===== src/bcu_pkg.sv =====
// Package for the bridge control upper fields block.
// Assumes a 32-bit APB register bus with word-aligned registers.
package bcu_pkg;
    localparam logic [11:0] ctrl_off = 12'h000;
    localparam logic [11:0] status_off = 12'h004;
    localparam logic [11:0] mask_off = 12'h008;
    localparam int ctrl_width = 16;
    localparam int fbb_bit = 7;
    localparam int secondary_bus_reset_request_bit = 6;
    localparam int mam_bit = 5;
    localparam int vga_full_io_decode_bit = 4;
    localparam int vga_en_bit = 3;
    localparam logic [15:0] ctrl_reset = 16'h0000;
    localparam logic [15:0] ctrl_wmask = 16'h00F8;
    localparam int ev_rd_abort = 0;
    localparam int ev_wr_abort = 1;
    localparam int ev_ur_cpl = 2;
    localparam int ev_width = 3;
    localparam logic [2:0] ev_reset = 3'h0;
    localparam logic [31:0] all_ones = 32'hFFFFFFFF;
    localparam logic [15:0] io_hi_zero = 16'h0000;
    localparam logic [9:0] vga_lo1_min = 10'h3B0;
    localparam logic [9:0] vga_lo1_max = 10'h3BB;
    localparam logic [9:0] vga_lo2_min = 10'h3C0;
    localparam logic [9:0] vga_lo2_max = 10'h3DF;
    localparam logic [5:0] alias_zero = 6'h00;
    typedef enum logic [1:0] {
        bcu_idle = 2'b00,
        bcu_access = 2'b01
    } bcu_apb_state_t;
endpackage : bcu_pkg


===== src/bcu_bridge_control.sv =====
// Bridge control upper fields: APB register slave and response control.
// Assumes abort events are one-cycle pulses on clk.
// How it works
// - Fast back-to-back only while bit 7 set
// - Bit 6 set drives secondary reset out
// - Bit 6 resets 0; holds reset while 1
// - Mode clear: aborted reads return all ones
// - Mode clear: aborted write data dropped silently
// - Mode set: PCI read master abort returns UR
// - Mode set: UR completion becomes target abort
// - Full decode matters only with VGA enable
// - Full decode clear: ignore bits 15:10
// - Full decode set: match bits 15:10
// - VGA ranges 3B0-3BB, 3C0-3DF, upper zero
module bcu_bridge_control
(
    input wire logic clk, // Clock
    input wire logic nrst, // Sync reset, active low
    input wire logic psel, // APB select
    input wire logic penable, // APB enable
    input wire logic pwrite, // APB write
    input wire logic [11:0] paddr, // APB address
    input wire logic [31:0] pwdata, // APB write data
    output logic [31:0] prdata, // APB read data
    output logic pready, // APB ready
    output logic pslverr, // APB error
    input wire logic b2b_request, // Datapath wants back-to-back
    output logic b2b_allow, // Back-to-back permitted
    output logic secondary_reset_out, // Secondary reset, high = reset
    input wire logic io_valid, // I/O request address valid
    input wire logic [31:0] io_addr, // I/O request address
    output logic vga_forward, // Forward as VGA I/O
    input wire logic pci_rd_abort, // PCI read master abort
    input wire logic pci_wr_abort, // PCI posted write master abort
    input wire logic pcie_ur_cpl, // UR completion from link
    input wire logic [31:0] rd_data_in, // Read data from PCI
    output logic [31:0] rd_data_out, // Read data to requester
    output logic ur_cpl, // Return UR completion
    output logic target_abort, // Target abort on PCI
    output logic wr_err, // Posted write error report
    output logic irq // Interrupt, level
);
    typedef struct packed {
        logic [15:0] ctrl;
        logic [2:0] status;
        logic [2:0] mask;
        logic [31:0] prdata;
        logic pready;
        logic pslverr;
        logic b2b_allow;
        logic secondary_bus_reset_request_out;
        logic vga_forward;
        logic [31:0] rd_data;
        logic ur_cpl;
        logic target_abort;
        logic wr_err;
        logic irq;
    } bcu_state_t;

    bcu_state_t st_reg;
    bcu_state_t st_next;
    logic vga_hit;
    logic [31:0] map_data;
    logic map_ur;
    logic map_ta;
    logic map_werr;
    logic [2:0] events;
    logic access;
    logic [2:0] clear;

    bcu_vga_decode u_vga
    (
        .io_addr(io_addr),
        .full_decode(st_reg.ctrl[bcu_pkg::vga_full_io_decode_bit]),
        .hit(vga_hit)
    );

    bcu_abort_map u_map
    (
        .mode(st_reg.ctrl[bcu_pkg::mam_bit]),
        .pci_rd_abort(pci_rd_abort),
        .pci_wr_abort(pci_wr_abort),
        .pcie_ur_cpl(pcie_ur_cpl),
        .rd_data_in(rd_data_in),
        .rd_data_out(map_data),
        .ur_cpl(map_ur),
        .target_abort(map_ta),
        .wr_err(map_werr)
    );

    always_comb
    begin
        st_next = st_reg;
        access = psel && penable && !st_reg.pready;
        events = 3'h0;
        events[bcu_pkg::ev_rd_abort] = pci_rd_abort;
        events[bcu_pkg::ev_wr_abort] = pci_wr_abort;
        events[bcu_pkg::ev_ur_cpl] = pcie_ur_cpl;
        clear = 3'h0;
        st_next.pready = access;
        st_next.pslverr = 1'b0;
        st_next.prdata = 32'h00000000;
        if (access)
        begin
            case (paddr)
                bcu_pkg::ctrl_off:
                begin
                    if (pwrite)
                    begin
                        st_next.ctrl = pwdata[15:0] & bcu_pkg::ctrl_wmask;
                    end
                    st_next.prdata = {16'h0000, st_reg.ctrl};
                end
                bcu_pkg::status_off:
                begin
                    if (pwrite)
                    begin
                        clear = pwdata[2:0];
                    end
                    st_next.prdata = {29'h00000000, st_reg.status};
                end
                bcu_pkg::mask_off:
                begin
                    if (pwrite)
                    begin
                        st_next.mask = pwdata[2:0];
                    end
                    st_next.prdata = {29'h00000000, st_reg.mask};
                end
                default:
                begin
                    st_next.pslverr = 1'b1;
                end
            endcase
            if (!pwrite && !st_next.pslverr)
            begin
                st_next.prdata = st_next.prdata;
            end
        end
        // Set wins over write-one-to-clear
        st_next.status = (st_reg.status & ~clear) | events;
        st_next.b2b_allow = b2b_request && st_reg.ctrl[bcu_pkg::fbb_bit];
        st_next.secondary_bus_reset_request_out = st_reg.ctrl[bcu_pkg::secondary_bus_reset_request_bit];
        st_next.vga_forward = io_valid && vga_hit && st_reg.ctrl[bcu_pkg::vga_en_bit];
        st_next.rd_data = map_data;
        st_next.ur_cpl = map_ur;
        st_next.target_abort = map_ta;
        st_next.wr_err = map_werr;
        st_next.irq = |(st_next.status & st_next.mask);
        if (!nrst)
        begin
            st_next = '0;
            st_next.ctrl = bcu_pkg::ctrl_reset;
            st_next.status = bcu_pkg::ev_reset;
            st_next.mask = bcu_pkg::ev_reset;
        end
    end

    always_ff @(posedge clk)
    begin
        st_reg <= st_next;
    end

    assign prdata = st_reg.prdata;
    assign pready = st_reg.pready;
    assign pslverr = st_reg.pslverr;
    assign b2b_allow = st_reg.b2b_allow;
    assign secondary_reset_out = st_reg.secondary_bus_reset_request_out;
    assign vga_forward = st_reg.vga_forward;
    assign rd_data_out = st_reg.rd_data;
    assign ur_cpl = st_reg.ur_cpl;
    assign target_abort = st_reg.target_abort;
    assign wr_err = st_reg.wr_err;
    assign irq = st_reg.irq;

    fbb_gated_a: assert property (@(posedge clk) disable iff (!nrst)
        b2b_allow |-> $past(st_reg.ctrl[bcu_pkg::fbb_bit]))
        else $error("back-to-back allowed while disabled");
    secondary_bus_reset_request_follow_a: assert property (@(posedge clk) disable iff (!nrst)
        $rose(st_reg.ctrl[bcu_pkg::secondary_bus_reset_request_bit]) |=> secondary_reset_out)
        else $error("secondary reset not asserted");
    secondary_bus_reset_request_hold_a: assert property (@(posedge clk) disable iff (!nrst)
        st_reg.ctrl[bcu_pkg::secondary_bus_reset_request_bit] [*2] |-> secondary_reset_out)
        else $error("secondary reset dropped while requested");
    rd_ones_a: assert property (@(posedge clk) disable iff (!nrst)
        (pci_rd_abort && !st_reg.ctrl[bcu_pkg::mam_bit]) |=> (rd_data_out == bcu_pkg::all_ones))
        else $error("aborted read not all ones");
    wr_silent_a: assert property (@(posedge clk) disable iff (!nrst)
        !st_reg.ctrl[bcu_pkg::mam_bit] |=> !wr_err)
        else $error("write abort reported in silent mode");
    ur_return_a: assert property (@(posedge clk) disable iff (!nrst)
        (pci_rd_abort && st_reg.ctrl[bcu_pkg::mam_bit]) |=> ur_cpl)
        else $error("master abort not returned as UR");
    ta_return_a: assert property (@(posedge clk) disable iff (!nrst)
        (pcie_ur_cpl && st_reg.ctrl[bcu_pkg::mam_bit]) |=> target_abort)
        else $error("UR not signalled as target abort");
    wr_report_a: assert property (@(posedge clk) disable iff (!nrst)
        (pci_wr_abort && st_reg.ctrl[bcu_pkg::mam_bit]) |=> wr_err)
        else $error("posted write abort not reported");
    vga_gate_a: assert property (@(posedge clk) disable iff (!nrst)
        vga_forward |-> $past(st_reg.ctrl[bcu_pkg::vga_en_bit]))
        else $error("VGA forward without VGA enable");
    vga_alias_a: assert property (@(posedge clk) disable iff (!nrst)
        (io_valid && st_reg.ctrl[bcu_pkg::vga_en_bit] && st_reg.ctrl[bcu_pkg::vga_full_io_decode_bit]
        && (io_addr[15:10] != 6'h00)) |=> !vga_forward)
        else $error("alias matched under full decode");
    vga_range_a: assert property (@(posedge clk) disable iff (!nrst)
        (io_valid && st_reg.ctrl[bcu_pkg::vga_en_bit] && !st_reg.ctrl[bcu_pkg::vga_full_io_decode_bit]
        && (io_addr[31:16] == 16'h0000) && (io_addr[9:0] == 10'h3C5)) |=> vga_forward)
        else $error("VGA alias not matched");
endmodule : bcu_bridge_control


===== src/bcu_vga_decode.sv =====
// VGA I/O address match with optional 16-bit full decode.
// Assumes the caller qualifies with VGA enable.
module bcu_vga_decode
(
    input wire logic [31:0] io_addr, // I/O address
    input wire logic full_decode, // Include bits 15:10
    output logic hit // Address is VGA I/O
);
    logic lo_hit;
    always_comb
    begin
        lo_hit = ((io_addr[9:0] >= bcu_pkg::vga_lo1_min) && (io_addr[9:0] <= bcu_pkg::vga_lo1_max))
            || ((io_addr[9:0] >= bcu_pkg::vga_lo2_min) && (io_addr[9:0] <= bcu_pkg::vga_lo2_max));
        hit = (io_addr[31:16] == bcu_pkg::io_hi_zero) && lo_hit
            && (!full_decode || (io_addr[15:10] == bcu_pkg::alias_zero));
    end
endmodule : bcu_vga_decode


===== src/bcu_abort_map.sv =====
// Maps abort outcomes to responses per the report mode.
// Purely combinational; events come from the forwarding datapath.
module bcu_abort_map
(
    input wire logic mode, // Master abort report mode
    input wire logic pci_rd_abort, // PCI read master abort
    input wire logic pci_wr_abort, // PCI posted write master abort
    input wire logic pcie_ur_cpl, // UR completion from link
    input wire logic [31:0] rd_data_in, // Read data from PCI
    output logic [31:0] rd_data_out, // Read data to requester
    output logic ur_cpl, // Return UR completion
    output logic target_abort, // Signal target abort on PCI
    output logic wr_err // Posted write error report
);
    always_comb
    begin
        rd_data_out = (pci_rd_abort && !mode) ? bcu_pkg::all_ones : rd_data_in;
        ur_cpl = mode && pci_rd_abort;
        target_abort = mode && pcie_ur_cpl;
        wr_err = mode && pci_wr_abort;
    end
endmodule : bcu_abort_map


===== config.mk =====
export PLATFORM = sky130hd
export DESIGN_NAME = bcu_bridge_control
export DESIGN_NICKNAME = d
export VERILOG_FILES = /design/src/bcu_pkg.sv /design/src/bcu_bridge_control.sv /design/src/bcu_vga_decode.sv /design/src/bcu_abort_map.sv
export SDC_FILE = /design/constraint.sdc
export NUM_CORES = 1
export LEC_CHECK = 0
export ABC_AREA = 1
export BUFFER_PORTS_ARGS = -buffer_cell sky130_fd_sc_hd__buf_4
export CAP_MARGIN = 20
export CORE_MARGIN = 2
export CORE_UTILIZATION = 40
export DETAILED_ROUTE_END_ITERATION = 16
export GPL_TIMING_DRIVEN = 1
export PLACE_DENSITY = 0.85
export REMOVE_ABC_BUFFERS = 1
export SKIP_CTS_REPAIR_TIMING = 1
export SYNTH_ARGS = -nofsm -noshare
export SYNTH_HDL_FRONTEND = slang
export SYNTH_SLANG_ARGS = --single-unit

===== constraint.sdc =====
create_clock -name clk -period 2.41 [get_ports clk]
set_clock_uncertainty 0.1 [all_clocks]
set_input_delay 0.3615 -clock clk [delete_from_list [all_inputs] [get_ports clk]]
set_output_delay 0.3615 -clock clk [all_outputs]
set_load 0.02 [all_outputs]

==> metrics.txt <==
r2r startpoint pready; max-slew violation count 0; share of post-route cells with drive strength above 1 37.8%; Skew-Pair Late Insertion Delay 0.32 ns; r2r setup slk 0.98 ns; CTS tree done; utilization after layout 55.4%; CTS sink cnt 60; Die Height 84.5 um; vias in the first global route 2,211; # diodes 0; cell area after synthesis 2590 um^2; Hold Fails Final Rpt 0; Synth Warn # 0; FF/Latch Area 1200 um^2; Worst Hold Depth 3; final setup violation count 0; routed vias/inst 4.41; FF+latch count, synth 60; type of origin of the critical path input port; Setup WS post-layout 0.943 ns; RR Endpoint irq; DP Worst Slack 0.653 ns; Leak Pwr 1.82 nW; syn_area_per_cell 8.02 um^2; Tot Pwr 2.24 mW; level count of the clock H-tree 3; CTS buffer count 9; max reg flops 32; die area 7130 um^2; min-delay src rd_data_in[11]; min Tclk post-route 1.47 ns; Layout area overhead 35.1%; FILL cells 622; worst min path class in2reg; I/O Buffers 140; Multi-input gate area 759 um^2; Synth area leaders dfxtp_1, buf_4, a21oi_1; num rows 29; first-pass detailed-route iteration total 4; largest net degree at the start of global routing 40; post-synthesis instance total 323; hpwl dp 4600 um; GP Congestion 0.772; Total GRT Usage 17.3%; Hold EP rd_data_out[11]; Worst Path Arrival 1.57 ns; top achievable clock speed 0.681 GHz; Layout Nets 544; final setup TNS 0 ns; Max VDD drop 0.000344 V; routed vias 2,240; global-route wire length before repair 9830 um; status finished clean; Synth area leader dfxtp_1; power density cells 639 nW/um^2; Post-DRT Antenna Nets 0; initial antenna violation count 0; grt ovf 0; Worst Setup End Kind register; RSZ-0062 raised after global routing no; buffer type at the clock tree root clkbuf_8; initial DRC count 73; Reg clk slew, reported paths 0.07 ns; CTS max path bufs 2; Die W 84.5 um; Tcrit/Tclk final 60.9%; Routed WL per cell 12.4 um; sequential share of the synthesized area 46.4%; critical path required time 2.51 ns; Min Hold Slack 0.176 ns; kind of critical path in2reg; core footprint 6310 um^2; reg2reg path depth 8; initial core utilization 41.0%; CP Max Fanout 16; io pins 191; maxcap violations 0; Final Routed Wirelength 6280 um; top cell type's share of synthesized area 46.4%; post-synthesis cell type count 25; residual DRC count 0
==> critical path, stage by stage <==
cell     delay (ns)
buf_4          0.11
nor2_1         0.09
nand2_1        0.09
nor2_4         0.32
nand3_1        0.22
nand2_1        0.13
nand2_1        0.07
nand3_1        0.09
nand3_1        0.10
==> kinds of logic (layout without fill, tap and decap cells) <==
group / after synthesis / in the layout / share of synthesized area [%]
other cells: 1 / 24 / 0.145
simple gates: 84 / 84 / 15.0
buf+inv: 124 / 209 / 27.6
compound gates: 54 / 54 / 10.8
flops: 60 / 60 / 46.4
==> worst max-delay path by stage <==
stage / start / to / slack (ns) / cells after the start
CTS: paddr[11] / irq / 0.97 / 9
global placement: paddr[11] / irq / 0.71 / 9
detailed placement: paddr[11] / st_reg[84] / 0.65 / 7
floorplan: nrst / prdata[3] / 0.88 / 4
finish: paddr[11] / irq / 0.94 / 9
global route: paddr[11] / irq / 0.83 / 9
==> report_power, final <==
| group | total, mW | internal [mW] | switching [mW] |
|---|---|---|---|
| sequential | 1.05 | 1.03 | 0.0126 |
| combinational | 0.339 | 0.164 | 0.175 |
| clock | 0.851 | 0.473 | 0.378 |
==> layout make-up <==
class,instances,area share (%)
clock buffer,11,3.76
clock inverter,5,1.50
inverter,51,5.47
multi-input combinational,162,21.7
sequential,60,34.3
tap,77,2.75
timing repair buffer,142,30.5
==> cells in the mapped netlist (all sizes together) <==
| master | n |
|---|---|
| nor3 | 5 |
| nand2 | 28 |
| o21ai | 5 |
| a21boi | 1 |
| o31ai | 1 |
| conb | 1 |
| buf | 68 |
| nand4 | 2 |
| a21oi | 46 |
| inv | 51 |
| clkbuf | 5 |
| nor4 | 3 |
| nor2 | 25 |
| and3 | 1 |
| nand3 | 20 |
| dfxtp | 60 |
| a31oi | 1 |
==> layout by cell type, fill, tap and decap left out, drive strengths merged <==
| cell type | netlist | final |
|---|---|---|
| buf | 68 | 142 |
| nand3 | 20 | 20 |
| nand2 | 28 | 28 |
| o21ai | 5 | 5 |
| bufinv | 0 | 1 |
| clkinvlp | 0 | 1 |
| and3 | 1 | 1 |
| nand4 | 2 | 2 |
| clkbuf | 5 | 11 |
| a31oi | 1 | 1 |
| inv | 51 | 51 |
| conb | 1 | 24 |
| o31ai | 1 | 1 |
| nor4 | 3 | 3 |
| a21oi | 46 | 46 |
| a21boi | 1 | 1 |
| nor3 | 5 | 5 |
| dfxtp | 60 | 60 |
| clkinv | 0 | 3 |
| nor2 | 25 | 25 |
==> per-stage QoR <==
| step | cell area [um^2] | cells |
|---|---|---|
| after floorplan | 2150 | 273 |
| after global placement | 3310 | 492 |
| after detailed placement | 3310 | 492 |
| after CTS | 3500 | 508 |
| after global routing | 3500 | 508 |
| final | 3500 | 508 |
==> metal layers <==
metal | part of all wire [%] | vias to the layer above | track usage [%]
met4 | 2.2 | 0 | 8.37
met1 | 36 | 1002 | 18.3
met2 | 53 | 100 | 31.5
li1 | - | 1125 | -
met3 | 8.2 | 13 | 4.82
met5 | 0 | - | 0
No activity file was read; power rests on OpenSTA's default activity.
